### src/logic/rts_pkg.sv
// Constants, register map and state type of the reset and time-out sequencer
`default_nettype none

package rts_pkg;

  // ------------------------------------------------------------------
  // Clock rates and time-outs
  // ------------------------------------------------------------------
  localparam int unsigned CLK_HZ = 200_000_000;
  localparam int unsigned LF_HZ = 31_000;
  localparam int unsigned LF_DIV_CYC = CLK_HZ / LF_HZ;
  localparam int unsigned POWER_UP_TIMER_MS = 64;
  localparam logic [10:0] POWER_UP_TIMER_TICKS = 11'(POWER_UP_TIMER_MS * LF_HZ / 1000);
  localparam logic [10:0] OST_PERIODS = 11'h400;
  localparam int unsigned BOD_MIN_NS = 100;
  localparam logic [7:0] BOD_MIN_CYC = 8'((BOD_MIN_NS * (CLK_HZ / 1_000_000) + 999) / 1000);

  // ------------------------------------------------------------------
  // Register offsets
  // ------------------------------------------------------------------
  localparam logic [7:0] ADDR_STATUS = 8'h83;
  localparam logic [7:0] ADDR_POWER_CONTROL = 8'h8E;
  localparam logic [7:0] ADDR_CFG_LO = 8'hF0;
  localparam logic [7:0] ADDR_CFG_HI = 8'hF1;

  // ------------------------------------------------------------------
  // Field positions
  // ------------------------------------------------------------------
  localparam int unsigned PC_BROWNOUT_FLAG_N = 0;
  localparam int unsigned PC_POWERON_FLAG_N = 1;
  localparam int unsigned PC_SW_BROWNOUT_ENABLE = 4;
  localparam int unsigned PC_ULP_WAKEUP_ENABLE = 5;
  localparam int unsigned ST_POWERDOWN_FLAG_N = 3;
  localparam int unsigned ST_TIMEOUT_FLAG_N = 4;
  localparam int unsigned CFG_OSC_SEL_LSB = 0;
  localparam int unsigned CFG_POWER_TIMER_DISABLE = 4;
  localparam int unsigned CFG_MASTER_CLEAR_ENABLE = 5;
  localparam int unsigned CFG_BROWNOUT_MODE_LSB = 8;
  localparam int unsigned CFG_TWO_SPEED_STARTUP = 10;
  localparam int unsigned CFG_FAIL_SAFE_MONITOR = 11;

  // ------------------------------------------------------------------
  // Values after power-on reset
  // ------------------------------------------------------------------
  localparam logic RST_BROWNOUT_FLAG_N = 1'b0;
  localparam logic RST_POWERON_FLAG_N = 1'b0;
  localparam logic RST_SW_BROWNOUT_ENABLE = 1'b1;
  localparam logic RST_ULP_WAKEUP_ENABLE = 1'b0;
  localparam logic RST_TIMEOUT_FLAG_N = 1'b1;
  localparam logic RST_POWERDOWN_FLAG_N = 1'b1;

  // ------------------------------------------------------------------
  // Codes
  // ------------------------------------------------------------------
  localparam logic [1:0] BOD_MODE_OFF = 2'h0;
  localparam logic [1:0] BOD_MODE_SW = 2'h1;
  localparam logic [1:0] BOD_MODE_NOSLEEP = 2'h2;
  localparam logic [1:0] BOD_MODE_ON = 2'h3;
  localparam logic [2:0] OSC_LP = 3'h0;
  localparam logic [2:0] OSC_XT = 3'h1;
  localparam logic [2:0] OSC_HS = 3'h2;

  typedef enum logic [1:0] {
    RTS_SUPPLY,
    RTS_POWER_UP_TIMER,
    RTS_OST,
    RTS_RUN
  } rts_state_t;

endpackage

`default_nettype wire

### src/logic/rts_reset_timeout_sequencer.sv
// Reset sequencer: power-up and start-up timers, brown-out modes, cause flags
`timescale 1ns/10ps
`default_nettype none

module rts_reset_timeout_sequencer #(
  parameter int unsigned P_LF_DIV_CYC = rts_pkg::LF_DIV_CYC
) (
  input wire logic i_clk_sys,
  input wire logic i_arst_n,
  input wire logic [15:0] i_cfg_word,
  input wire logic i_master_clear_n,
  input wire logic i_bod_low,
  input wire logic i_osc_clk,
  input wire logic i_wdt_timeout,
  input wire logic i_sleep,
  input wire logic [7:0] i_addr,
  input wire logic [7:0] i_wdata,
  input wire logic i_wr,
  input wire logic i_rd,
  output logic [7:0] o_rdata,
  output logic o_core_rst_n,
  output logic o_osc_stable,
  output logic o_run_on_internal_oscillator,
  output logic o_bod_enable
);

  // ------------------------------------------------------------------
  // Reset release and pin synchronisers
  // ------------------------------------------------------------------
  logic [1:0] rst_sync_r;
  logic rst_n;
  logic [1:0] master_clear_n_sync_r;
  logic master_clear_n_d_r;
  logic [1:0] bod_sync_r;
  logic [1:0] osc_sync_r;
  logic osc_d_r;

  always_ff @(posedge i_clk_sys or negedge i_arst_n)
  begin
    if (!i_arst_n)
      rst_sync_r <= 2'h0;
    else
      rst_sync_r <= {rst_sync_r[0], 1'b1};
  end

  assign rst_n = rst_sync_r[1];

  always_ff @(posedge i_clk_sys or negedge rst_n)
  begin
    if (!rst_n)
    begin
      master_clear_n_sync_r <= 2'h3;
      master_clear_n_d_r <= 1'b1;
      bod_sync_r <= 2'h0;
      osc_sync_r <= 2'h0;
      osc_d_r <= 1'b0;
    end
    else
    begin
      master_clear_n_sync_r <= {master_clear_n_sync_r[0], i_master_clear_n};
      master_clear_n_d_r <= master_clear_n_sync_r[1];
      bod_sync_r <= {bod_sync_r[0], i_bod_low};
      osc_sync_r <= {osc_sync_r[0], i_osc_clk};
      osc_d_r <= osc_sync_r[1];
    end
  end

  // ------------------------------------------------------------------
  // Configuration decode
  // ------------------------------------------------------------------
  function automatic logic is_crystal(input logic [2:0] sel);
    is_crystal = (sel == rts_pkg::OSC_LP) || (sel == rts_pkg::OSC_XT) ||
      (sel == rts_pkg::OSC_HS);
  endfunction

  function automatic logic bod_active(input logic [1:0] mode, input logic sw_en,
                                      input logic asleep);
    unique case (mode)
      rts_pkg::BOD_MODE_OFF: bod_active = 1'b0;
      rts_pkg::BOD_MODE_SW: bod_active = sw_en;
      rts_pkg::BOD_MODE_NOSLEEP: bod_active = !asleep;
      rts_pkg::BOD_MODE_ON: bod_active = 1'b1;
    endcase
  endfunction

  logic [2:0] osc_sel;
  logic power_up_timer_en;
  logic crystal;
  logic early_run;
  logic master_clear_n_low;
  logic master_clear_n_fall;
  logic osc_rise;
  logic sw_brownout_enable_r;
  logic bod_en;

  assign osc_sel = i_cfg_word[rts_pkg::CFG_OSC_SEL_LSB +: 3];
  assign power_up_timer_en = !i_cfg_word[rts_pkg::CFG_POWER_TIMER_DISABLE];
  assign crystal = is_crystal(osc_sel);
  assign early_run = i_cfg_word[rts_pkg::CFG_TWO_SPEED_STARTUP] ||
    i_cfg_word[rts_pkg::CFG_FAIL_SAFE_MONITOR];
  // With the pin function off, master clear is tied inactive inside
  assign master_clear_n_low = i_cfg_word[rts_pkg::CFG_MASTER_CLEAR_ENABLE] && !master_clear_n_sync_r[1];
  assign master_clear_n_fall = i_cfg_word[rts_pkg::CFG_MASTER_CLEAR_ENABLE] && master_clear_n_d_r &&
    !master_clear_n_sync_r[1];
  assign osc_rise = osc_sync_r[1] && !osc_d_r;
  assign bod_en = bod_active(i_cfg_word[rts_pkg::CFG_BROWNOUT_MODE_LSB +: 2],
    sw_brownout_enable_r, i_sleep);

  // ------------------------------------------------------------------
  // Brown-out filter
  // ------------------------------------------------------------------
  logic [7:0] bod_cnt_r;
  logic bor_evt;

  // A dip must outlast the minimum duration; shorter ones are ignored
  always_ff @(posedge i_clk_sys or negedge rst_n)
  begin
    if (!rst_n)
      bod_cnt_r <= 8'h00;
    else if (!(bod_en && bod_sync_r[1]))
      bod_cnt_r <= 8'h00;
    else if (bod_cnt_r <= rts_pkg::BOD_MIN_CYC)
      bod_cnt_r <= bod_cnt_r + 8'h01;
  end

  assign bor_evt = (bod_cnt_r == rts_pkg::BOD_MIN_CYC) && bod_en && bod_sync_r[1];

  // ------------------------------------------------------------------
  // Low-frequency tick divider
  // ------------------------------------------------------------------
  logic [15:0] lf_div_r;
  logic lf_tick_r;

  always_ff @(posedge i_clk_sys or negedge rst_n)
  begin
    if (!rst_n)
    begin
      lf_div_r <= 16'h0000;
      lf_tick_r <= 1'b0;
    end
    else if (lf_div_r == 16'(P_LF_DIV_CYC - 1))
    begin
      lf_div_r <= 16'h0000;
      lf_tick_r <= 1'b1;
    end
    else
    begin
      lf_div_r <= lf_div_r + 16'h0001;
      lf_tick_r <= 1'b0;
    end
  end

  // ------------------------------------------------------------------
  // Sequencer
  // ------------------------------------------------------------------
  rts_pkg::rts_state_t state_r;
  rts_pkg::rts_state_t state_nxt;
  logic [10:0] power_up_timer_cnt_r;
  logic [10:0] ost_cnt_r;
  logic power_up_timer_done;
  logic ost_done;
  logic sleep_d_r;
  logic wake;
  logic wake_ost_r;

  assign power_up_timer_done = lf_tick_r && (power_up_timer_cnt_r == rts_pkg::POWER_UP_TIMER_TICKS - 11'h001);
  assign ost_done = osc_rise && (ost_cnt_r == rts_pkg::OST_PERIODS - 11'h001);
  assign wake = sleep_d_r && !i_sleep;

  always_comb
  begin
    state_nxt = state_r;
    unique case (state_r)
      // Only power-on and brown-out land here, so the timer runs only then
      rts_pkg::RTS_SUPPLY:
        if (!(bod_en && bod_sync_r[1]))
        begin
          if (power_up_timer_en)
            state_nxt = rts_pkg::RTS_POWER_UP_TIMER;
          else if (crystal)
            state_nxt = rts_pkg::RTS_OST;
          else
            state_nxt = rts_pkg::RTS_RUN;
        end
      rts_pkg::RTS_POWER_UP_TIMER:
        if (bor_evt)
          state_nxt = rts_pkg::RTS_SUPPLY;
        else if (power_up_timer_done)
          state_nxt = crystal ? rts_pkg::RTS_OST : rts_pkg::RTS_RUN;
      rts_pkg::RTS_OST:
        if (bor_evt)
          state_nxt = rts_pkg::RTS_SUPPLY;
        else if (ost_done)
          state_nxt = rts_pkg::RTS_RUN;
      rts_pkg::RTS_RUN:
        if (bor_evt)
          state_nxt = rts_pkg::RTS_SUPPLY;
    endcase
  end

  always_ff @(posedge i_clk_sys or negedge rst_n)
  begin
    if (!rst_n)
      state_r <= rts_pkg::RTS_SUPPLY;
    else
      state_r <= state_nxt;
  end

  always_ff @(posedge i_clk_sys or negedge rst_n)
  begin
    if (!rst_n)
      power_up_timer_cnt_r <= 11'h000;
    else if (state_r != rts_pkg::RTS_POWER_UP_TIMER || bor_evt)
      power_up_timer_cnt_r <= 11'h000;
    else if (lf_tick_r)
      power_up_timer_cnt_r <= power_up_timer_cnt_r + 11'h001;
  end

  // Wake from sleep in a crystal mode reruns the start-up count
  always_ff @(posedge i_clk_sys or negedge rst_n)
  begin
    if (!rst_n)
    begin
      sleep_d_r <= 1'b0;
      wake_ost_r <= 1'b0;
    end
    else
    begin
      sleep_d_r <= i_sleep;
      if (wake && crystal && state_r == rts_pkg::RTS_RUN)
        wake_ost_r <= 1'b1;
      else if (ost_done || state_r != rts_pkg::RTS_RUN)
        wake_ost_r <= 1'b0;
    end
  end

  always_ff @(posedge i_clk_sys or negedge rst_n)
  begin
    if (!rst_n)
      ost_cnt_r <= 11'h000;
    else if (state_r != rts_pkg::RTS_OST && !wake_ost_r)
      ost_cnt_r <= 11'h000;
    else if (osc_rise)
      ost_cnt_r <= ost_cnt_r + 11'h001;
  end

  // ------------------------------------------------------------------
  // Core reset and clock status outputs
  // ------------------------------------------------------------------
  logic seq_ready;

  // Timers run regardless of master clear, so a late release starts at once
  assign seq_ready = (state_r == rts_pkg::RTS_RUN) ||
    (state_r == rts_pkg::RTS_OST && early_run && !bor_evt);

  always_ff @(posedge i_clk_sys or negedge rst_n)
  begin
    if (!rst_n)
    begin
      o_core_rst_n <= 1'b0;
      o_osc_stable <= 1'b0;
      o_run_on_internal_oscillator <= 1'b0;
      o_bod_enable <= 1'b0;
    end
    else
    begin
      // Watchdog in sleep wakes the core, elsewhere it resets it for one cycle
      o_core_rst_n <= seq_ready && (state_nxt != rts_pkg::RTS_SUPPLY) && !master_clear_n_low &&
        !(i_wdt_timeout && !i_sleep);
      o_osc_stable <= (state_r == rts_pkg::RTS_RUN) && !wake_ost_r;
      o_run_on_internal_oscillator <= early_run && (state_r == rts_pkg::RTS_OST || wake_ost_r);
      o_bod_enable <= bod_en;
    end
  end

  // ------------------------------------------------------------------
  // Cause flags and power control register
  // ------------------------------------------------------------------
  logic brownout_flag_n_r;
  logic poweron_flag_n_r;
  logic ulp_wakeup_enable_r;
  logic timeout_flag_n_r;
  logic powerdown_flag_n_r;
  logic pc_wr;
  logic other_rst;

  assign pc_wr = i_wr && (i_addr == rts_pkg::ADDR_POWER_CONTROL);
  assign other_rst = (i_wdt_timeout && !i_sleep) || master_clear_n_fall;

  // Hardware events are applied after the write so that they win over it
  always_ff @(posedge i_clk_sys or negedge rst_n)
  begin
    if (!rst_n)
    begin
      brownout_flag_n_r <= rts_pkg::RST_BROWNOUT_FLAG_N;
      poweron_flag_n_r <= rts_pkg::RST_POWERON_FLAG_N;
      sw_brownout_enable_r <= rts_pkg::RST_SW_BROWNOUT_ENABLE;
      ulp_wakeup_enable_r <= rts_pkg::RST_ULP_WAKEUP_ENABLE;
    end
    else
    begin
      if (pc_wr)
      begin
        brownout_flag_n_r <= i_wdata[rts_pkg::PC_BROWNOUT_FLAG_N];
        poweron_flag_n_r <= i_wdata[rts_pkg::PC_POWERON_FLAG_N];
        sw_brownout_enable_r <= i_wdata[rts_pkg::PC_SW_BROWNOUT_ENABLE];
        ulp_wakeup_enable_r <= i_wdata[rts_pkg::PC_ULP_WAKEUP_ENABLE];
      end
      if (bor_evt)
      begin
        brownout_flag_n_r <= 1'b0;
        sw_brownout_enable_r <= rts_pkg::RST_SW_BROWNOUT_ENABLE;
        ulp_wakeup_enable_r <= rts_pkg::RST_ULP_WAKEUP_ENABLE;
      end
      else if (other_rst)
        ulp_wakeup_enable_r <= rts_pkg::RST_ULP_WAKEUP_ENABLE;
    end
  end

  always_ff @(posedge i_clk_sys or negedge rst_n)
  begin
    if (!rst_n)
    begin
      timeout_flag_n_r <= rts_pkg::RST_TIMEOUT_FLAG_N;
      powerdown_flag_n_r <= rts_pkg::RST_POWERDOWN_FLAG_N;
    end
    else if (bor_evt)
    begin
      timeout_flag_n_r <= 1'b1;
      powerdown_flag_n_r <= 1'b1;
    end
    else if (i_wdt_timeout)
    begin
      timeout_flag_n_r <= 1'b0;
      if (i_sleep)
        powerdown_flag_n_r <= 1'b0;
    end
    else if (master_clear_n_fall && i_sleep)
    begin
      timeout_flag_n_r <= 1'b1;
      powerdown_flag_n_r <= 1'b0;
    end
    else if (i_sleep && !sleep_d_r)
    begin
      timeout_flag_n_r <= 1'b1;
      powerdown_flag_n_r <= 1'b0;
    end
  end

  // ------------------------------------------------------------------
  // Register read port
  // ------------------------------------------------------------------
  always_ff @(posedge i_clk_sys or negedge rst_n)
  begin
    if (!rst_n)
      o_rdata <= 8'h00;
    else if (!i_rd)
      o_rdata <= 8'h00;
    else
    begin
      unique case (i_addr)
        rts_pkg::ADDR_POWER_CONTROL:
          o_rdata <= {2'h0, ulp_wakeup_enable_r, sw_brownout_enable_r, 2'h0,
            poweron_flag_n_r, brownout_flag_n_r};
        rts_pkg::ADDR_STATUS:
          o_rdata <= {3'h0, timeout_flag_n_r, powerdown_flag_n_r, 3'h0};
        rts_pkg::ADDR_CFG_LO:
          o_rdata <= i_cfg_word[7:0];
        rts_pkg::ADDR_CFG_HI:
          o_rdata <= i_cfg_word[15:8];
        default:
          o_rdata <= 8'h00;
      endcase
    end
  end

endmodule

`default_nettype wire

### config.mk
export PLATFORM = sky130hd
export DESIGN_NAME = rts_reset_timeout_sequencer
export DESIGN_NICKNAME = d
export VERILOG_FILES = /design/src/logic/rts_pkg.sv /design/src/logic/rts_reset_timeout_sequencer.sv
export SDC_FILE = /design/constraint.sdc
export NUM_CORES = 1
export LEC_CHECK = 0
export BUFFER_PORTS_ARGS = -buffer_cell sky130_fd_sc_hd__buf_2
export CAP_MARGIN = 30
export CORE_MARGIN = 2
export CORE_UTILIZATION = 30
export CTS_CLUSTER_SIZE = 12
export DETAILED_ROUTE_END_ITERATION = 12
export SLEW_MARGIN = 20
export SYNTH_ARGS = -nofsm -noshare
export SYNTH_HDL_FRONTEND = slang
export SYNTH_SLANG_ARGS = --single-unit
### constraint.sdc
create_clock -name i_clk_sys -period 5 [get_ports i_clk_sys]
set_input_delay 0.5 -clock i_clk_sys [delete_from_list [all_inputs] [get_ports i_clk_sys]]
set_output_delay 0.5 -clock i_clk_sys [all_outputs]
set_load 0.05 [all_outputs]
Word level (Yosys, flattened, before mapping) --
Cells that the tools add are included.
Cells by class: $add $sub $neg 4, mux-type cells 38, order comparisons 1, equal/unequal tests 21, reductions and logical operators 51
Operators by type and width (count):
- $mux W11 | 4
- $eq A8 B8 Y1 const B | 4
- $pmux W8 S4 | 1
- $logic_and A1 B1 Y1 | 24
- $mux W8 | 3
- $add A11 B1 Y11 const B | 2
- $mux W1 | 20
- $add A16 B1 Y16 const B | 1
- $eq A16 B13 Y1 const B | 1
- $mux W16 | 1
- $mux W2 | 7
- $eq A11 B10 Y1 const B | 1
- $eq A11 B11 Y1 const B | 1
- $reduce_bool A2 Y1 | 5
- $add A8 B1 Y8 const B | 1
- $eq A2 B2 Y1 const B | 4
- $eq A8 B5 Y1 const B | 1
- $le A8 B5 Y1 const B | 1
- $logic_not A1 Y1 | 8
- $logic_or A1 B1 Y1 | 8
- $pmux W2 S4 | 1
- $eq A2 B1 Y1 const B | 2
- $logic_not A2 Y1 | 2
- $ne A2 B1 Y1 const B | 2
- other kinds (9) | 10
Word-level totals: input port bits 41, logic and storage cells 140, register bits 79, output and inout bits 12

Logic depth before layout (Yosys ltp) --
Gate-level depths: netlist (run 1).
depth after elaboration 11, mapped depth 6, gate-level depth less buffers 6

Worst setup path before layout (run 1) --
Ideal clock, no wire load.
kind input to register, start point input port i_addr[5], end point register ulp_wakeup_enable_r, data required time 4.895 ns, data arrival time 1.566 ns, buffers on the path 0, path slack 3.329 ns, stages 4, library setup time 0.105 ns, path through nand4bb_4 -> or4_4 -> mux2i_1 -> nor4b_1
Between the ends: cells in the longest elaborated chain, start to end 3
RTL lines:
- start, declared | RTL line rts_reset_timeout_sequencer.sv:16 | input wire logic [7:0] i_addr,
- $eq A8 B8 Y1 | RTL line rts_reset_timeout_sequencer.sv:287 | assign pc_wr = i_wr && (i_addr == rts_pkg::ADDR_POWER_CONTROL);
- $logic_and A1 B1 Y1 | RTL line rts_reset_timeout_sequencer.sv:287
- $reduce_bool A3 Y1 (no source line)
- end signal, assigned | RTL line rts_reset_timeout_sequencer.sv:298 | ulp_wakeup_enable_r <= rts_pkg::RST_ULP_WAKEUP_ENABLE;
- end signal, assigned | RTL line rts_reset_timeout_sequencer.sv:307 | ulp_wakeup_enable_r <= i_wdata[rts_pkg::PC_ULP_WAKEUP_ENABLE];
- end signal, assigned | RTL line rts_reset_timeout_sequencer.sv:313 | ulp_wakeup_enable_r <= rts_pkg::RST_ULP_WAKEUP_ENABLE;
- end, declared | RTL line rts_reset_timeout_sequencer.sv:281 | logic ulp_wakeup_enable_r;
Every way passes these cells. A chain may end at the register's enable or synchronous reset.

Worst setup path in the final report (run 1) --
start point register sw_brownout_enable_r, end point register power_up_timer_cnt_r[2]
Between the ends: cells in the longest elaborated chain, start to end 5, elaborated cells between the ends (all ways) 6, those cells by class mux (2); reduce/logical (4)
RTL lines:
- start, declared | RTL line rts_reset_timeout_sequencer.sv:93 | logic sw_brownout_enable_r;
- start signal, assigned | RTL line rts_reset_timeout_sequencer.sv:297 | sw_brownout_enable_r <= rts_pkg::RST_SW_BROWNOUT_ENABLE;
- start signal, assigned | RTL line rts_reset_timeout_sequencer.sv:306 | sw_brownout_enable_r <= i_wdata[rts_pkg::PC_SW_BROWNOUT_ENABLE];
- start signal, assigned | RTL line rts_reset_timeout_sequencer.sv:312 | sw_brownout_enable_r <= rts_pkg::RST_SW_BROWNOUT_ENABLE;
- $pmux W1 S4 * | RTL line rts_reset_timeout_sequencer.sv:78 | unique case (mode)
- $logic_and A1 B1 Y1 * (2 in series) | RTL line rts_reset_timeout_sequencer.sv:126 | assign bor_evt = (bod_cnt_r == rts_pkg::BOD_MIN_CYC) && bod_en && bod_sync_r[1];
- $logic_or A1 B1 Y1 * | RTL line rts_reset_timeout_sequencer.sv:213 | else if (state_r != rts_pkg::RTS_POWER_UP_TIMER || bor_evt)
- $mux W11 or $reduce_bool A2 Y1 (tied branches)
- end signal, assigned | RTL line rts_reset_timeout_sequencer.sv:216 | power_up_timer_cnt_r <= power_up_timer_cnt_r + 11'h001;
- end, declared | RTL line rts_reset_timeout_sequencer.sv:158 | logic [10:0] power_up_timer_cnt_r;
Mark *: on every way between the ends. The rest lies on a longest branch, timed or not.

==> results.py, run 1 <==
metrics = {
    "sta": {
        "fin_crit_ns": 1.936,
        "worst_slew_pin_slew_ns": 0.6865,
        "maxSlewHeadroom_pct": 54.08,
        "fin_hold_ws_ns": 0.2576,
        "hold_viol": 0,
        "skew_ns": 0.006674,
        "fmax_ghz": 0.5166,
        "final_max_slew_viol_count": 0,
        "period_share_pct": 38.72,
        "rsz0062_at_grt": "no",
        "fin_setup_tns_ns": 0,
        "setup_viol": 0,
    },
    "route": {
        "firstDrtPassIters": 4,
        "avgRoutedWirePerCell_microns": 13.28,
        "ant_nets": 0,
        "drt_first_iter_violations": 114,
        "wirelength_microns": 7080,
        "drc": 0,
        "routed_via_density": 4.812,
        "vias": 2565,
    },
    "synthesis": {
        "synth_compound_area_share_pct": 7.197,
        "synth_top_family_by_area": "simple AND/OR/NAND/NOR gates",
        "ys_ff_latch": 79,
        "synthesis.area_sq_um": 3616,
        "syn_area_per_cell_sq_um": 11.06,
        "synthXorXnorAreaFrac_pct": 7.751,
        "synthAdderAreaFrac_pct": 2.076,
        "synth-simple-area-share_pct": 22.80,
        "synthFlopType": "dfrtp_1",
        "synth_edf_count": 0,
        "post_synth_mux_area_share_pct": 3.426,
        "synth_fp_nets": 374,
        "yosys_warnings": 0,
        "synthCells": 327,
        "yosysSeqAreaShare_pct": 54.88,
        "synth.distinct_cells": 58,
        "async_reset_ff_share_pct": 100.0,
    },
    "run_status": {
        "outcome": "complete, no violations",
    },
    "power_and_ir_drop": {
        "p_int_uw": 1157,
        "p_leak_uw": 0.001964,
        "switching_power_uw": 320.2,
        "p_total_uw": 1477,
        "power_frac_seq_pct": 47.0,
        "power_frac_clock_pct": 46.5,
        "combinationalPowerShare_pct": 6.5,
        "power_density_nw_per_um2": 336.9,
        "ir_drop_v": 0.0001573,
        "p_sw_share_pct": 21.68,
    },
    "placement": {
        "gp_congestion": 0.7913,
        "placed_cell_area_sq_um": 4014,
        "portBuffers": 48,
        "dp_hpwl_microns": 5024,
    },
    "cts": {
        "cts_max_level": 3,
        "clk_pin_slew_ns": 0.06,
        "post_cts_buffers": 0,
        "clockBufferDepth": 2,
        "cts.root.buffer_cell": "clkbuf_16",
        "cts_buffers": 9,
        "clock-sinks": 79,
        "cts_tree": "built",
        "clock_latency_ns": 0.33,
    },
    "worst_setup_path": {
        "cp.required_ns": 5.18,
        "reg2reg_slack_ns": 3.06,
        "path_buf_inv": 0,
        "critical_path_class": "reg2reg",
        "crit_chain": "a21o_1 > nand3_2 > o41ai_4 > nor2_1",
        "critPathLaunchType": "flip-flop",
        "crit_family": "compound AO/OA/AOI/OAI gates",
        "cp.arrival_ns": 2.12,
        "worstSetupEndpointType": "flip-flop",
        "cp_slowest_cell": "o41ai_4",
        "max_stage_delay_ns": 0.74,
        "critPathMaxFanout": 11,
    },
    "final_layout": {
        "mostFrequentLayoutCells": "dfrtp_1, buf_2, nor2_1",
        "layout_commonest_cell": "dfrtp_1",
        "n_fill_cell": 1184,
        "drive_gt1_share_pct": 21.76,
        "antenna-diode-count": 0,
        "multi_input_area_sq_um": 1579,
        "ff_latch_area_sq_um": 1988,
        "design_area_sq_um": 4383,
        "syn_to_final_growth_pct": 21.21,
        "nets": 429,
    },
    "floorplan": {
        "core_area_sq_um": 11910,
        "start_util_pct": 30.36,
        "die_area_sq_um": 12950,
        "row_count": 40,
        "die_y_microns": 113.8,
        "io_pins": 53,
        "die_w_microns": 113.8,
    },
    "flow_run": {
        "cap_violations": 0,
    },
    "global_routing": {
        "grt_pass1_vias": 2678,
        "antenna_found_initial": 0,
        "grt_max_degree": 78,
        "grtUsageTotal_pct": 11.94,
        "gr-total-overflow": 0,
        "grt_pass1_wl_microns": 12260,
    },
    "min_path": {
        "holdCritPathClass": "reg2async",
    },
}
[timing repair]
action / in CTS / in global routing
gates resized for setup: 0 / 0
hold buffers: 1 / 0
hold endpoints to repair: 2 / 0
setup endpoints to repair: 0 / 0
[state kept, by name, summed over array words and instances (netlist names), 2 cells and up]
signal,cells
rst_sync_r,2
master_clear_n_sync_r,2
ost_cnt_r,11
o_rdata,8
osc_sync_r,2
lf_div_r,16
bod_cnt_r,8
bod_sync_r,2
power_up_timer_cnt_r,11
state_r,2
[cell usage after synthesis (all sizes together) (4+ instances only)]
cell type	n	share of area [%]
nor4	4	1.1
nand4	12	2.1
nor3	8	1.7
mux2i	9	2.5
or4	4	0.93
o21ai	9	1.2
nand2	18	1.9
nand3b	4	0.83
inv	9	0.93
nand3	20	2.9
and2	4	0.73
xnor2	21	5.1
clkbuf	4	0.42
and3	11	1.9
ha	6	2.1
xor2	11	2.7
dfstp	6	4.4
nor2	40	4.2
a21oi	12	1.7
dfrtp	73	51
[area by class of cell]
cell class / count / area share [%]
sequential: 79 / 45.36
multi-input combinational: 232 / 36.03
timing repair buffer: 51 / 6.509
clock buffer: 11 / 5.538
tap: 147 / 4.196
clock inverter: 4 / 1.599
inverter: 9 / 0.7708
[power groups by stage]
| stage | clock network [uW] | logic [uW] | registers [uW] |
|---|---|---|---|
| floorplan | 0 | 48.4 | 711 |
| global placement | 0 | 82.2 | 712 |
| detailed placement | 0 | 87.3 | 714 |
| CTS | 707 | 88.3 | 703 |
| global route | 731 | 110 | 700 |
| finish | 686 | 96.0 | 695 |
[stage by stage]
stage | worst slack, ns | instances | util [%]
floorplan | 2.647 | 327 | -
CTS | 2.773 | 531 | 36.41
finish | 3.064 | 533 | 36.80
detailed placement | 2.672 | 515 | 33.70
global route | 2.886 | 533 | 36.80
global placement | 2.777 | 515 | 33.70
[path summary, 6_finish.rpt]
check | start | end | cells past startpoint
worst max register to register | sw_brownout_enable_r | power_up_timer_cnt_r[2] | 4
min in group i_clk_sys | i_osc_clk | osc_sync_r[0] | 1
worst min-delay path | rst_sync_r[1] | power_up_timer_cnt_r[3] | 0
max in group asynchronous | rst_sync_r[1] | master_clear_n_sync_r[0] | 1
worst min register to register | rst_sync_r[1] | power_up_timer_cnt_r[3] | 0
worst max-delay path | sw_brownout_enable_r | power_up_timer_cnt_r[2] | 4
[cells by family after synthesis]
| logic type | Yosys count |
|---|---|
| DFF | 79 |
| AOI/OAI and AO/OA | 38 |
| and+or+nand+nor | 143 |
| buffers and inverters | 16 |
| xor gates and xnor gates | 32 |
| adders and majority gates | 6 |
| muxes | 12 |
| other | 1 |
[layer usage]
| layer | GRT usage [%] | up-vias | wire [microns] |
|---|---|---|---|
| met5 | 0 | - | 0 |
| met4 | 4.065 | 0 | 106 |
| met3 | 3.666 | 11 | 324 |
| met2 | 19.76 | 49 | 3359 |
| met1 | 14.90 | 1243 | 3290 |
| li1 | - | 1262 | - |
No activity file was read; power rests on OpenSTA's default activity.
==> run 2: changes to the inputs <==
==> constraint.sdc (replaced) <==
create_clock -name i_clk_sys -period 1.8 [get_ports i_clk_sys]
set_input_delay 0.18 -clock i_clk_sys [delete_from_list [all_inputs] [get_ports i_clk_sys]]
set_output_delay 0.18 -clock i_clk_sys [all_outputs]
set_load 0.05 [all_outputs]
==> results.py, run 2 (synthesis results as in run 1) <==
metrics = {
    "global_routing": {
        "antenna_found_initial": 0,
        "grtUsageMet1_pct": 15.60,
        "grt_pass1_wl_microns": 12880,
        "grt_max_degree": 39,
        "use_met2_pct": 20.96,
        "grt_pass1_vias": 2709,
        "grtUsageTotal_pct": 12.45,
        "grt_use_met3_pct": 3.613,
        "gr-total-overflow": 0,
        "top_usage_layer": "met2",
    },
    "floorplan": {
        "io_pins": 53,
        "die_area_sq_um": 12950,
        "die_y_microns": 113.8,
        "row_count": 40,
        "core_area_sq_um": 11910,
        "die_w_microns": 113.8,
        "start_util_pct": 30.36,
    },
    "power_and_ir_drop": {
        "ir_drop_v": 0.0004571,
        "power_frac_seq_pct": 48.1,
        "switching_power_uw": 887.4,
        "p_int_uw": 3120,
        "combinationalPowerShare_pct": 7.0,
        "p_sw_share_pct": 22.14,
        "p_total_uw": 4007,
        "power_density_nw_per_um2": 905.5,
        "p_leak_uw": 0.001989,
        "power_frac_clock_pct": 44.9,
    },
    "sta": {
        "fmax_ghz": 0.6027,
        "fin_crit_ns": 1.659,
        "period_share_pct": 92.18,
        "setup_ws_ns": 0.1408,
        "setup_viol": 0,
        "rsz0062_at_grt": "no",
        "final_max_slew_viol_count": 0,
        "fin_setup_tns_ns": 0,
        "skew_ns": 0.006406,
        "fin_hold_ws_ns": 0.02628,
        "hold_viol": 0,
    },
    "worst_setup_path": {
        "critPathLaunchType": "flip-flop",
        "cp.required_ns": 2.05,
        "worstSetupEndpointType": "flip-flop",
        "critPathMaxFanout": 6,
        "cp.arrival_ns": 1.91,
        "rr_worst_depth": 6,
        "critical_path_class": "reg2reg",
    },
    "run_status": {
        "outcome": "complete, no violations",
    },
    "final_layout": {
        "largest_reg_flops": 16,
        "mostFrequentLayoutCells": "dfrtp_1, buf_2, nor2_1",
        "largestRegisters": "lf_div_r: 16 flops, ost_cnt_r: 11 flops, power_up_timer_cnt_r: 11 flops",
        "drive_gt1_share_pct": 22.78,
        "ff_latch_area_sq_um": 1988,
        "multi_input_area_sq_um": 1568,
        "layout_commonest_cell": "dfrtp_1",
        "antenna-diode-count": 0,
        "regMostFlops": "lf_div_r",
        "n_fill_cell": 1202,
        "nets": 438,
        "design_area_sq_um": 4425,
        "syn_to_final_growth_pct": 22.39,
    },
    "route": {
        "avgRoutedWirePerCell_microns": 13.68,
        "ant_nets": 0,
        "drc": 0,
        "wirelength_microns": 7412,
        "drt_first_iter_violations": 115,
        "vias": 2597,
        "firstDrtPassIters": 4,
        "routed_via_density": 4.792,
    },
    "cts": {
        "clock_latency_ns": 0.33,
        "clk_pin_slew_ns": 0.06,
        "cts_buffers": 9,
        "cts_tree": "built",
        "cts.root.buffer_cell": "clkbuf_16",
        "clock-sinks": 79,
        "cts_max_level": 3,
        "clockBufferDepth": 2,
        "post_cts_resized": 0,
    },
    "placement": {
        "gp_congestion": 0.7901,
        "placed_cell_area_sq_um": 4086,
        "portBuffers": 48,
        "dp_hpwl_microns": 5533,
        "post-place-ws_ns": 0.1412,
    },
    "min_path": {
        "holdCritPathClass": "in2reg",
        "whs_path_depth": 2,
    },
    "flow_run": {
        "cap_violations": 0,
    },
}
run 2: critical path, stage by stage, from the launching register on:
cell and delay [ns]:
dfrtp_1 0.40, inv_1 0.10, ha_1 0.19, nor2b_1 0.07, o21a_4 0.21, or4_1 0.46, a21oi_1 0.15
run 2: what timing repair did:
action / 4_1_cts / 5_1_grt
endpoints found under the hold margin: 5 / 0
hold buffers: 4 / 0
buffers inserted: 0 / 0
run 2: per-layer routing:
metal / share of wire (%) / wire length [microns] / up-vias
met5: 0 / 0 / -
met4: 1.2 / 92 / 0
met3: 4.3 / 322 / 8
met2: 48 / 3550 / 50
met1: 47 / 3447 / 1257
li1: - / - / 1282
run 2: metrics by stage:
step | util [%] | std cells
after detailed placement | 34.31 | 523
after floorplan | - | 327
after CTS | 37.15 | 542
after global placement | 34.31 | 523
after global routing | 37.15 | 542
final | 37.15 | 542
run 2: worst paths after layout:
kind / to / startpoint / slack, ns
max: bod_cnt_r[3] / bod_cnt_r[0] / 0.14
min: timeout_flag_n_r / i_wdt_timeout / 0.03
max reg2reg: bod_cnt_r[3] / bod_cnt_r[0] / 0.14
min reg2reg: power_up_timer_cnt_r[2] / rst_sync_r[1] / 0.23
max in group asynchronous: sw_brownout_enable_r / rst_sync_r[1] / 1.00
min in group asynchronous: rst_sync_r[1] / i_arst_n / 0.16
run 2: cell type report:
cell class	count	share of cell area, %
Clock inverter	3	0.9613
Tap cell	147	4.156
Timing Repair Buffer	60	7.973
Clock buffer	12	5.796
Inverter	9	0.7634
Multi-Input combinational cell	232	35.43
Sequential cell	79	44.93
run 2: power groups by stage:
stage | logic, uW | clock network [uW] | registers (uW)
finish | 282 | 1800 | 1930
global route | 315 | 1930 | 1940
CTS | 289 | 1850 | 1930
detailed placement | 281 | 0 | 1960
global placement | 266 | 0 | 1960
floorplan | 134 | 0 | 1980
==> run 3: changes to the inputs <==
--- a/config.mk
+++ b/config.mk
@@ -7,7 +7,7 @@
 export LEC_CHECK = 0
 export BUFFER_PORTS_ARGS = -buffer_cell sky130_fd_sc_hd__buf_2
 export CAP_MARGIN = 30
-export CORE_MARGIN = 2
+export CORE_MARGIN = 3
 export CORE_UTILIZATION = 30
 export CTS_CLUSTER_SIZE = 12
 export DETAILED_ROUTE_END_ITERATION = 12
==> results.py, run 3 (synthesis results as in run 1) <==
metrics = {
    "sta": {
        "setup_viol": 0,
        "fin_crit_ns": 1.636,
        "fmax_ghz": 0.6111,
        "rsz0062_at_grt": "no",
        "fin_setup_tns_ns": 0,
        "period_share_pct": 90.92,
        "hold_viol": 0,
        "final_max_slew_viol_count": 0,
        "skew_ns": 0.007116,
    },
    "cts": {
        "clock_latency_ns": 0.33,
        "cts_max_level": 3,
        "cts.root.buffer_cell": "clkbuf_16",
        "clockBufferDepth": 2,
        "post_cts_buffers": 0,
        "cts_buffers": 9,
        "post_cts_resized": 0,
        "clock-sinks": 79,
        "clk_pin_slew_ns": 0.06,
        "cts_hold_buf": 4,
        "cts_tree": "built",
    },
    "power_and_ir_drop": {
        "p_int_uw": 3268,
        "p_leak_uw": 0.002000,
        "power_frac_clock_pct": 47.1,
        "p_sw_share_pct": 21.56,
        "switching_power_uw": 898.1,
        "combinationalPowerShare_pct": 6.7,
        "ir_drop_v": 0.0004422,
        "power_density_nw_per_um2": 938.4,
        "power_frac_seq_pct": 46.2,
    },
    "route": {
        "vias": 2598,
        "wirelength_microns": 7226,
        "drc": 0,
        "routed_via_density": 4.829,
        "ant_nets": 0,
        "firstDrtPassIters": 4,
        "avgRoutedWirePerCell_microns": 13.43,
        "drt_first_iter_violations": 103,
    },
    "final_layout": {
        "largestRegisters": "lf_div_r: 16 flops, ost_cnt_r: 11 flops, power_up_timer_cnt_r: 11 flops",
        "nets": 437,
        "regMostFlops": "lf_div_r",
        "largest_reg_flops": 16,
        "antenna-diode-count": 0,
        "layout_commonest_cell": "dfrtp_1",
        "drive_gt1_share_pct": 22.53,
        "syn_to_final_growth_pct": 22.77,
        "mostFrequentLayoutCells": "dfrtp_1, buf_2, nor2_1",
        "fin_cells": 538,
    },
    "worst_setup_path": {
        "rr_worst_depth": 6,
        "reg2reg_slack_ns": 0.16,
        "critPathMaxFanout": 6,
        "worstSetupEndpointType": "flip-flop",
        "rr_startpoint": "bod_cnt_r[0]",
        "cp.arrival_ns": 1.89,
        "cp.required_ns": 2.06,
        "rr_endpoint": "bod_cnt_r[3]",
        "critical_path_class": "reg2reg",
        "critPathLaunchType": "flip-flop",
    },
    "placement": {
        "dp_hpwl_microns": 5296,
        "portBuffers": 48,
        "dp_cells": 518,
        "gp_congestion": 0.8088,
    },
    "global_routing": {
        "gr-total-overflow": 0,
        "antenna_found_initial": 0,
        "grt_pass1_vias": 2674,
        "grt_pass1_wl_microns": 12670,
        "grt_max_degree": 62,
        "grtUsageTotal_pct": 11.98,
    },
    "flow_run": {
        "cap_violations": 0,
    },
    "min_path": {
        "hold_path_end": "timeout_flag_n_r",
        "whs_path_depth": 2,
        "holdCritPathClass": "in2reg",
        "min_from": "i_wdt_timeout",
    },
    "floorplan": {
        "core_area_sq_um": 11610,
        "io_pins": 53,
        "die_area_sq_um": 13410,
        "start_util_pct": 31.14,
        "die_y_microns": 115.8,
        "row_count": 39,
        "die_w_microns": 115.8,
    },
    "run_status": {
        "outcome": "complete, no violations",
    },
}
-- run 3: cell types whose count changed in the layout (fill, tap and decap cells not counted) --
cell and delta:
buf_4 -1, clkinvlp_4 -1, clkbuf_1 +1, bufinv_16 +1
-- run 3: layout make-up --
type                            instances  area (sq um)
Fill cell                            1128          7174
Sequential cell                        79          1988
Multi-Input combinational cell        232          1568
Timing Repair Buffer                   59         345.3
Clock buffer                           13         260.3
Tap cell                              143         178.9
Clock inverter                          3         65.06
Inverter                                9         33.78
-- run 3: worst max path at each step --
stage / startpoint / end / cells after the start
3_5_place_dp: sw_brownout_enable_r / power_up_timer_cnt_r[4] / 5
6_report: bod_cnt_r[0] / bod_cnt_r[3] / 6
4_1_cts: bod_cnt_r[0] / bod_cnt_r[3] / 6
2_1_floorplan: sw_brownout_enable_r / power_up_timer_cnt_r[0] / 5
5_1_grt: bod_cnt_r[0] / bod_cnt_r[3] / 6
3_3_place_gp: sw_brownout_enable_r / power_up_timer_cnt_r[8] / 5
-- run 3: routing by layer --
layer / GRT usage [%] / vias up / routed length (microns)
met5: 0 / - / 0
met1: 15.34 / 1259 / 3371
met4: 3.944 / 0 / 88
li1: - / 1277 / -
met3: 4.334 / 10 / 349
met2: 18.91 / 52 / 3416
-- run 3: power by group through the flow --
stage	Combinational [uW]	Clock [uW]	Sequential (uW)
floorplan	134	0	1980
global placement	266	0	1950
detailed placement	279	0	1960
CTS	287	2010	1920
global route	320	2110	1940
finish	280	1960	1920
-- run 3: metrics by stage --
step                      worst slack (ns)  power [uW]  cell area (sq um)  hold WS [ns]  utilization (%)
after floorplan                     0.2224        2111               3617       -0.1156                -
after global placement              0.1884        2219               4074      -0.03125            35.08
after detailed placement            0.1723        2236               4074      -0.02861            35.08
after CTS                           0.1556        4221               4439       0.01672            38.22
after global routing               0.04027        4365               4439       0.01925            38.22
final                               0.1635        4166               4439       0.02498            38.22
-- run 3: worst max-delay path, cell delays in order (launching register included) --
cell	delay (ns)
dfrtp_1	0.40
inv_1	0.09
ha_1	0.17
nor2b_1	0.07
o21a_4	0.21
or4_1	0.47
a21oi_1	0.15
